File: src/acfg_consts.svh
/*
 * constants of the converter configuration word zero block:
 * field positions, reset value, select code and check-level codes.
 * assumes nothing; included by the package and the top module.
 */
`ifndef ACFG_CONSTS_SVH
`define ACFG_CONSTS_SVH

// ==========================================================
// word layout
`define ACFG_CFG_W        10
`define ACFG_REF_BIT      0
`define ACFG_RSVD_BIT     1
`define ACFG_LOW_PWR_BIT  2
`define ACFG_MODE_LSB     3
`define ACFG_MODE_MSB     7
`define ACFG_CHECK_LSB    8
`define ACFG_CHECK_MSB    9
`define ACFG_CFG_RESET    10'h020
`define ACFG_SEL_WORD0    2'h0

// ==========================================================
// mode codes {scan, pair_count_hi, pair_count_lo, pick_hi, pick_lo}
`define ACFG_M_SE_AP      5'h00
`define ACFG_M_SE_AN      5'h01
`define ACFG_M_SE_BP      5'h02
`define ACFG_M_SE_BN      5'h03
`define ACFG_M_DF_A       5'h04
`define ACFG_M_DF_B       5'h05
`define ACFG_M_SCAN2      5'h11
`define ACFG_M_SCAN3      5'h12
`define ACFG_M_SCAN4      5'h13
`define ACFG_M_SE_DF      5'h15
`define ACFG_M_SE2_DF     5'h16
`define ACFG_M_DF_DF      5'h19

// ==========================================================
// check levels and the codes they force onto the data output
`define ACFG_CHK_NORMAL   2'h0
`define ACFG_CHK_UPPER    2'h1
`define ACFG_CHK_MID      2'h2
`define ACFG_CODE_UPPER   10'h3FF
`define ACFG_CODE_MID     10'h200
`define ACFG_CODE_LOWER   10'h000

`endif

File: src/_unused_placeholder_none.sv
`timescale 1ns/1ps

File: src/acfg_pkg.sv
/*
 * types of the converter configuration block: input source and
 * the packed state of the top module.
 * assumes acfg_consts.svh on the include path.
 */
`include "acfg_consts.svh"

package acfg_pkg;

    // ======================================================
    // converted source: single inputs first, then the pairs
    typedef enum logic [2:0] {
        ACFG_SRC_AP,
        ACFG_SRC_AN,
        ACFG_SRC_BP,
        ACFG_SRC_BN,
        ACFG_SRC_AD,
        ACFG_SRC_BD
    } acfg_src_t;

    // ======================================================
    // whole state of the top module
    typedef struct packed {
        logic                      wr_meta;
        logic                      wr_sync;
        logic                      wr_prev;
        logic [11:0]               bus_meta;
        logic [11:0]               bus_sync;
        logic [`ACFG_CFG_W-1:0]    cfg;
        logic [1:0]                slot;
        acfg_src_t                 src;
        logic                      frame_n;
        logic                      ref_ext;
        logic                      low_power;
        logic [9:0]                data;
    } acfg_state_t;

endpackage : acfg_pkg

File: src/acfg_top.sv
/*
 * configuration word zero of a four-input converter with the input
 * selection and autoscan sequencing that it drives.
 * assumes: write strobe, select and data come from pins (synchronised
 * here, held stable around the strobe); conv_tick_i and conv_data_i
 * come from converter logic on clock_i.
 */
// Notes on behaviour
// word zero is write only, selected by code 00, never read back
// reference bit clear picks internal reference, set picks external
// low power bit set enters low power; bus writes still work
// reset value has pair count low set, all other fields zero
// no scan, no pairs: pick selects one of four single inputs
// no scan, one pair: pick 00 is pair A, 01 is pair B
// scan of single inputs: two, three or four inputs in order
// scan, pair count low, pick 01: A positive then pair B
// scan, pair count low, pick 10: A pos, A neg, pair B
// scan, pair count high, pick 01: pair A then pair B
// nonzero check field forces fixed test codes onto the data
// check codes: 01 upper, 10 midpoint, 11 lower reference
// host puts ten bits on data and select code on upper lines
// frame marker low on first slot of multichannel scans only
// host never writes reserved selection combinations
// reserved bit 1 reads as zero; word kept through low power
`include "acfg_consts.svh"
`timescale 1ns/1ps
`default_nettype none

module acfg_top (
    // clock, reset, enable
    input  wire logic              clock_i,
    input  wire logic              rst_b_i,
    input  wire logic              clk_en_i,
    // parallel bus pins
    input  wire logic              wr_n_i,
    input  wire logic [1:0]        reg_sel_i,
    input  wire logic [9:0]        data_i,
    // converter side
    input  wire logic              conv_tick_i,
    input  wire logic [9:0]        conv_data_i,
    // outputs
    output acfg_pkg::acfg_src_t    src_o,
    output logic                   frame_n_o,
    output logic                   ref_ext_o,
    output logic                   low_power_o,
    output logic [9:0]             data_o
);

    // ======================================================
    // sequencing functions
    // source for a slot of a mode; reserved modes fall to a pos
    function automatic acfg_pkg::acfg_src_t seq_src(
        input logic [4:0] mode,
        input logic [1:0] slot
    );
        acfg_pkg::acfg_src_t s;
        s = acfg_pkg::ACFG_SRC_AP;
        unique case (mode)
            `ACFG_M_SE_AN:  s = acfg_pkg::ACFG_SRC_AN;
            `ACFG_M_SE_BP:  s = acfg_pkg::ACFG_SRC_BP;
            `ACFG_M_SE_BN:  s = acfg_pkg::ACFG_SRC_BN;
            `ACFG_M_DF_A:   s = acfg_pkg::ACFG_SRC_AD;
            `ACFG_M_DF_B:   s = acfg_pkg::ACFG_SRC_BD;
            `ACFG_M_SCAN2,
            `ACFG_M_SCAN3,
            `ACFG_M_SCAN4:
                s = acfg_pkg::acfg_src_t'({1'b0, slot});
            `ACFG_M_SE_DF:
                s = (slot == 2'h0) ? acfg_pkg::ACFG_SRC_AP
                                   : acfg_pkg::ACFG_SRC_BD;
            `ACFG_M_SE2_DF:
                s = (slot == 2'h2) ? acfg_pkg::ACFG_SRC_BD
                    : acfg_pkg::acfg_src_t'({1'b0, slot});
            `ACFG_M_DF_DF:
                s = (slot == 2'h0) ? acfg_pkg::ACFG_SRC_AD
                                   : acfg_pkg::ACFG_SRC_BD;
            default:        s = acfg_pkg::ACFG_SRC_AP;
        endcase
        return s;
    endfunction : seq_src

    // index of the last slot; zero means one channel
    function automatic logic [1:0] seq_last(input logic [4:0] mode);
        logic [1:0] l;
        l = 2'h0;
        unique case (mode)
            `ACFG_M_SCAN2, `ACFG_M_SE_DF, `ACFG_M_DF_DF: l = 2'h1;
            `ACFG_M_SCAN3, `ACFG_M_SE2_DF:               l = 2'h2;
            `ACFG_M_SCAN4:                               l = 2'h3;
            default:                                     l = 2'h0;
        endcase
        return l;
    endfunction : seq_last

    // ======================================================
    // state
    acfg_pkg::acfg_state_t st_reg;
    acfg_pkg::acfg_state_t st_next;
    logic                  wr_evt;
    logic [4:0]            mode_next;
    logic [1:0]            last_next;
    logic [1:0]            chk;

    // write seen on the falling strobe, after both sync stages
    assign wr_evt = st_reg.wr_prev & ~st_reg.wr_sync;

    // ======================================================
    // next state
    always_comb begin
        st_next          = st_reg;
        st_next.wr_meta  = wr_n_i;
        st_next.wr_sync  = st_reg.wr_meta;
        st_next.wr_prev  = st_reg.wr_sync;
        st_next.bus_meta = {reg_sel_i, data_i};
        st_next.bus_sync = st_reg.bus_meta;
        // other select codes belong to other words; nothing reads back
        if (wr_evt && st_reg.bus_sync[11:10] == `ACFG_SEL_WORD0) begin
            st_next.cfg = st_reg.bus_sync[9:0];
            st_next.cfg[`ACFG_RSVD_BIT] = 1'b0;
        end
        mode_next = st_next.cfg[`ACFG_MODE_MSB:`ACFG_MODE_LSB];
        last_next = seq_last(mode_next);
        // a new word restarts the scan; low power parks the slot
        if (st_next.cfg != st_reg.cfg) begin
            st_next.slot = 2'h0;
        end else if (conv_tick_i && !st_reg.low_power) begin
            st_next.slot = (st_reg.slot >= last_next) ? 2'h0
                         : st_reg.slot + 2'h1;
        end
        st_next.src       = seq_src(mode_next, st_next.slot);
        st_next.frame_n   = !(last_next != 2'h0
                              && st_next.slot == 2'h0);
        st_next.ref_ext   = st_next.cfg[`ACFG_REF_BIT];
        st_next.low_power = st_next.cfg[`ACFG_LOW_PWR_BIT];
        // check levels replace the converted word on the bus
        chk = st_reg.cfg[`ACFG_CHECK_MSB:`ACFG_CHECK_LSB];
        unique case (chk)
            `ACFG_CHK_NORMAL: st_next.data = conv_data_i;
            `ACFG_CHK_UPPER:  st_next.data = `ACFG_CODE_UPPER;
            `ACFG_CHK_MID:    st_next.data = `ACFG_CODE_MID;
            default:          st_next.data = `ACFG_CODE_LOWER;
        endcase
    end

    // ======================================================
    // registers; strobe idles high so no false write at release
    always_ff @(posedge clock_i or negedge rst_b_i) begin
        if (!rst_b_i) begin
            st_reg           <= '0;
            st_reg.wr_meta   <= 1'b1;
            st_reg.wr_sync   <= 1'b1;
            st_reg.wr_prev   <= 1'b1;
            st_reg.cfg       <= `ACFG_CFG_RESET;
            st_reg.src       <= acfg_pkg::ACFG_SRC_AD;
            st_reg.frame_n   <= 1'b1;
        end else if (clk_en_i) begin
            st_reg <= st_next;
        end
    end

    assign src_o       = st_reg.src;
    assign frame_n_o   = st_reg.frame_n;
    assign ref_ext_o   = st_reg.ref_ext;
    assign low_power_o = st_reg.low_power;
    assign data_o      = st_reg.data;

    logic [4:0] mode_q;
    logic       word0_wr;
    assign mode_q = st_reg.cfg[`ACFG_MODE_MSB:`ACFG_MODE_LSB];
    // plain flag so properties can combine it with other booleans
    assign word0_wr = clk_en_i && wr_evt
                      && st_reg.bus_sync[11:10] == `ACFG_SEL_WORD0;
endmodule : acfg_top

`default_nettype wire

File: config.mk
export PLATFORM = sky130hd
export DESIGN_NAME = acfg_top
export DESIGN_NICKNAME = d
export VERILOG_FILES = /design/src/_unused_placeholder_none.sv /design/src/acfg_pkg.sv /design/src/acfg_top.sv
export VERILOG_INCLUDE_DIRS = /design/src /design/src/src
export SDC_FILE = /design/constraint.sdc
export NUM_CORES = 1
export LEC_CHECK = 0
export BUFFER_PORTS_ARGS = -buffer_cell sky130_fd_sc_hd__buf_2
export CAP_MARGIN = 20
export CORE_MARGIN = 10
export CORE_UTILIZATION = 51
export CTS_CLUSTER_SIZE = 8
export DETAILED_ROUTE_END_ITERATION = 10
export GPL_TIMING_DRIVEN = 0
export PLACE_DENSITY_LB_ADDON = 0.25
export SYNTH_ARGS = -nofsm -noshare
export SYNTH_HDL_FRONTEND = slang
export SYNTH_SLANG_ARGS = --single-unit
File: constraint.sdc
create_clock -name clock_i -period 3.05 [get_ports clock_i]
set_input_delay 0.61 -clock clock_i [delete_from_list [all_inputs] [get_ports clock_i]]
set_output_delay 0.61 -clock clock_i [all_outputs]
set_load 0.02 [all_outputs]
; ---- Word-level counts from Yosys, hierarchy flattened
; Cells that the tools add are included.
[op_classes]
add_sub_neg = 1
magnitude_cmp = 1
n_eq_ne = 15
mux = 10
bitwise_logic = 2
n_reduce_logical = 12
[op_table]
columns = cell, count
row1 = $eq 5x5->1 const B, 6
row2 = $pmux 10 s3, 1
row3 = $pmux 3 s9, 1
row4 = $eq 5x2->1 const B, 2
row5 = $eq 5x3->1 const B, 2
row6 = $mux 10, 1
row7 = $ne 10x10->1, 1
row8 = $logic_not 2->1, 3
row9 = $mux 2, 3
row10 = $mux 3, 2
row11 = $pmux 2 s3, 1
row12 = $reduce_or 3->1, 2
row13 = $eq 5x1->1 const B, 1
row14 = $eq 2x2->1 const B, 2
row15 = $logic_and 1x1->1, 3
row16 = $add 2x1->2 const B, 1
row17 = $eq 2x1->1 const B, 1
row18 = $ge 2x2->1, 1
row19 = $logic_not 1->1, 2
row20 = $reduce_bool 2->1, 1
row21 = $reduce_or 2->1, 1
row22 = $and 1x1->1, 1
row23 = $mux 1, 1
row24 = $not 1->1, 1
[totals]
regBits = 55
in_bits = 27
output_inout_bits = 16
elab_cells = 53

; ---- Logic depth before layout (Yosys ltp)
[logic_depth]
depth_word = 14
depth_mapped = 11

; ---- Least setup slack after synthesis
; OpenSTA, ideal clock, no wires.
[synth_path]
path_kind = register to register
startpoint = register st_reg[52] (netlist bit)
endpoint = register st_reg, in the netlist src_o[0]
setup_time_ns = 0.087
arrival_time_ns = 3.050
required_time_ns = 2.963
setup_slack_ns = -0.087
stages_incl_launch_ff = 12
n_path_buf = 1
synth_period_minus_slack_ns = 3.137
cell_sequence = dfstp_2 > or4b_1 > buf_6 > mux2_4 > maj3_1 > a21oi_1 > ha_1 > nand2b_1 > a2111o_1 > a22oi_1 > o211ai_1 > a22oi_1
[synth_via]
elab_chain_len = 13
word_cells_on_any_way = 29
cone_classes = 1 x order compare / 13 x eq/ne / 9 x mux / 1 x bitwise / 5 x reduce/logical
[synth_lines]
columns = element, line_no
row1 = from (decl), acfg_top.sv:97  ; acfg_pkg::acfg_state_t st_reg;
row2 = from (signal assigned), acfg_top.sv:157  ; st_reg <= st_next;
row3 = $and 1x1->1 (*), acfg_top.sv:105  ; assign wr_evt = st_reg.wr_prev & ~st_reg.wr_sync;
row4 = $logic_and 1x1->1 (no source line) (*), n/a
row5 = $mux 10 (*), acfg_top.sv:117  ; if (wr_evt && st_reg.bus_sync[11:10] == `ACFG_SEL_WORD0) begin
row6 = $eq 5x5->1, "acfg_top.sv:58, acfg_top.sv:86"
row7 = $reduce_or 3->1 / $reduce_or 2->1 (equally long branches), acfg_top.sv:86  ; unique case (mode)
row8 = $pmux 2 s3, acfg_top.sv:86
row9 = $ge 2x2->1, acfg_top.sv:127  ; st_next.slot = (st_reg.slot >= last_next) ? 2'h0
row10 = $mux 2, acfg_top.sv:127
row11 = $mux 2, acfg_top.sv:126  ; end else if (conv_tick_i && !st_reg.low_power) begin
row12 = $mux 2, acfg_top.sv:124  ; if (st_next.cfg != st_reg.cfg) begin
row13 = $eq 2x2->1 / $logic_not 2->1 (equally long branches), "acfg_top.sv:72, acfg_top.sv:69, acfg_top.sv:75"
row14 = "$mux 3, or another cell as far along", acfg_top.sv:72  ; s = (slot == 2'h2) ? acfg_pkg::ACFG_SRC_BD
row15 = $pmux 3 s9 (*), acfg_top.sv:58  ; unique case (mode)
; Every way passes the cells marked *; elsewhere a longest branch is shown, timed or not.
; A chain may end at the register's enable or synchronous reset.

; ---- Worst setup path after layout
[layout_path]
startpoint = register st_reg[52] (netlist bit)
endpoint = register st_reg, in the netlist src_o[1]
[layout_via]
elab_chain_len = 13
word_cells_on_any_way = 26
cone_classes = 1 x order compare / 13 x eq/ne / 7 x mux / 1 x bitwise / 4 x reduce/logical
[layout_lines]
columns = element, line_no
row1 = $and 1x1->1 (*), acfg_top.sv:105
row2 = $logic_and 1x1->1 (no source line) (*), n/a
row3 = $mux 10 (*), acfg_top.sv:117
row4 = $eq 5x5->1, "acfg_top.sv:58, acfg_top.sv:86"
row5 = $reduce_or 3->1 / $reduce_or 2->1 (equally long branches), acfg_top.sv:86
row6 = $pmux 2 s3, acfg_top.sv:86
row7 = $ge 2x2->1, acfg_top.sv:127
row8 = $mux 2, acfg_top.sv:127
row9 = $mux 2, acfg_top.sv:126
row10 = $mux 2, acfg_top.sv:124
row11 = $eq 2x2->1, acfg_top.sv:72
row12 = $mux 3, acfg_top.sv:72
row13 = $pmux 3 s9 (*), acfg_top.sv:58
; Marks and branches as above.

==> flow_summary.ini <==
[synth]
synthAdderAreaFrac_pct = 2.07
yosys-mux-area-fraction_pct = 16.6
yosys_most_used_dff = dfrtp_1
netlist-cell-type-count = 53
synth_xor_area_share_pct = 3.32
synth_seq_cells = 51
yosysTopAreaCell = dfrtp_1
syn_area_per_cell_um2 = 10.6
synth_top_area_share_pct = 38.8
ys_top_cells_by_count = dfrtp_1, mux2_2, a21oi_1
yosysSeqAreaShare_pct = 44.2
synthSimpleGateAreaFrac_pct = 12.4
postSynth.asyncResetShare_pct = 100
yosysMostFrequentCell = dfrtp_1
synthCells = 274
synth_compound_area_share_pct = 14.6
syn_area_mm2 = 0.00291
synth_nets = 305
synth_top_family_by_area = multiplexers
synth.area.top_cells = dfrtp_1, mux2_2, dfstp_2
synth-edff-count = 0
yosys_warnings = 0

[flow_run]
maxCapViolCount = 0

[cts]
cts_max_level = 2
path_clk_slew_ps = 100
cts_tree = done
clock_sink_count = 51
cts_hold_buf = 0
clock_latency_ps = 310
root_buffer = clkbuf_8
clock_path_buffers = 2
cts_made_buffers = 5

[global_routing]
grt_pass1_wl_um = 11300
grt_util_met1_pct = 19.6
grt_antenna_before_repair = 0
first_global_vias = 2306
use_met3_pct = 4.01
top_usage_layer = met2
grt_util_all_layers_pct = 15.3
grt_overflow = 0
gr-usage-met2_pct = 25.2
grt_max_degree = 42

[die]
rows = 27
start_util_pct = 52.8
die_y_um = 95.5
die-area_mm2 = 0.00912
die_w_um = 95.5
ios = 43
core_region_area_mm2 = 0.00551

[critical_path]
crit_arrival_ps = 3450
worstPathMaxFanout = 6
required_ps = 3280
startpoint_type = flop
criticalPathCategory = reg2reg
crit_chain = or4b_4 -> mux2_4 -> maj3_2 -> a21oi_2 -> ha_1 -> nand2b_4 -> a2111o_1 -> a22oi_2 -> o211ai_1 -> a22oi_1
critical_path.top_delay_family = compound AO/OA/AOI/OAI gates
cp.buffers_inverters = 0
critPathCaptureType = flop
max_stage_delay_ps = 550
crit_slowest_cell = dfstp_2
r2r_setup_slack_ps = -160

[layout]
syn_to_final_growth_pct = 19.3
layoutNonFillerInstCount = 403
nNetsFinal = 361
largest_reg_flops = 17
fill_cells = 459
drive_above_1_share_pct = 40.5
stdcell_area_mm2 = 0.00347
final_util_pct = 62.9
diodes = 0

[pwr]
power_leakage_nw = 1.51
ir_worst_vdd_v = 0.000490
power.total_mw = 2.93
power.density_mw_per_mm2 = 845

[sta]
tightest_slew_ps = 609
hold_viol_final = 0
fmax_ghz = 0.311
final.period_utilization_pct = 105
fin_skew_ps = 6.91
whs_ps = 165
max_slew_margin_pct = 59.4
postLayoutSetupSlackWorst_ps = -161
maxSlewViolCount = 0
min_period_ps = 3210
finalSetupViolations = 6
finalSetupTns_ps = -525
rsz0062_at_grt = yes

[status]
status = complete, but fails checks
failed_checks = negative setup slack

[route]
drt_wl_total_um = 6920
via_per_inst = 5.55
drt-pass1-iter-count = 4
final_antenna_net_count = 0
drt_iter0_drc = 141
wl_per_cell_um = 17.2
route.detailed.drc = 0
vias = 2237

[place]
hpwl_um = 4820
portBuffers = 40
placed_area_mm2 = 0.00324
place_inst = 387
gp_routability_congestion = 0.901
post-place-ws_ps = -233

[hold_path]
hp-class = in2async
## layout make-up
cell class	count	area, µm²	share of cell area, %
clock inverters	3	27.5	0.794
well taps	72	90.1	2.60
clock buffers	5	68.8	1.99
inverters	7	26.3	0.758
plain buffers	30	168	4.84
repair buffers	50	292	8.41
flip-flops and latches	51	1280	37.0
multi-input cells	185	1510	43.6
## cells by family after synthesis
| family | after synthesis |
|---|---|
| and+or+nand+nor | 67 |
| adders and majority gates | 5 |
| buffers and inverters | 38 |
| muxes | 42 |
| DFF | 51 |
| xor gates and xnor gates | 11 |
| AOI/OAI and AO/OA | 60 |
## what timing repair did
action,CTS,global route
gates resized for setup,4,14
setup buffers,6,3
gates cloned,0,0
pin swaps,5,8
hold endpoints to repair,0,0
setup endpoints to repair,6,6
## placed cells by master (no fill, tap or decap), types with 7 or more instances in the layout
master / synthesis / final
dfrtp_1: 45 / 45
buf_2: 1 / 41
mux2_2: 33 / 33
buf_4: 13 / 22
a21oi_1: 24 / 22
nor2_1: 17 / 17
clkbuf_1: 15 / 13
nand2_1: 13 / 13
xor2_1: 11 / 11
nor2b_1: 9 / 9
inv_1: 7 / 7
o21ai_0: 8 / 7
## worst register-to-register path, cell delays in order (launching register included)
cell	delay (ps)
dfstp_2	550
or4b_4	530
mux2_4	350
maj3_2	310
a21oi_2	110
ha_1	240
nand2b_4	160
a2111o_1	420
a22oi_2	150
o211ai_1	130
a22oi_1	180
## where the power goes
part	total, mW	internal (mW)	switching [mW]
Clock	0.424	0.169	0.255
Sequential	1.05	0.875	0.178
Combinational	1.45	0.682	0.771
## per-layer routing
metal  routed length (µm)  up-vias  part of all wire, %
met1                 3030     1085                   44
li1                     -     1085                    -
met4                   70        0                  1.0
met5                    0        -                    0
met2                 3400       59                   49
met3                  426        8                  6.2
## path summary, 6_finish.rpt
kind                                   startpoint                       to  cells past startpoint
setup / recovery           st_reg[52]$_DFFE_PN1P_     src_o[1]$_DFFE_PN0P_                     10
hold / removal                            rst_b_i  st_next[32]$_DFFE_PN0P_                      1
setup reg to reg           st_reg[52]$_DFFE_PN1P_     src_o[1]$_DFFE_PN0P_                     10
hold reg to reg             frame_n_o$_DFFE_PN1P_    frame_n_o$_DFFE_PN1P_                      2
max in group asynchronous                 rst_b_i  st_next[53]$_DFFE_PN1P_                      2
min in group clock_i        frame_n_o$_DFFE_PN1P_    frame_n_o$_DFFE_PN1P_                      2
No activity file was read; power rests on OpenSTA's default activity.
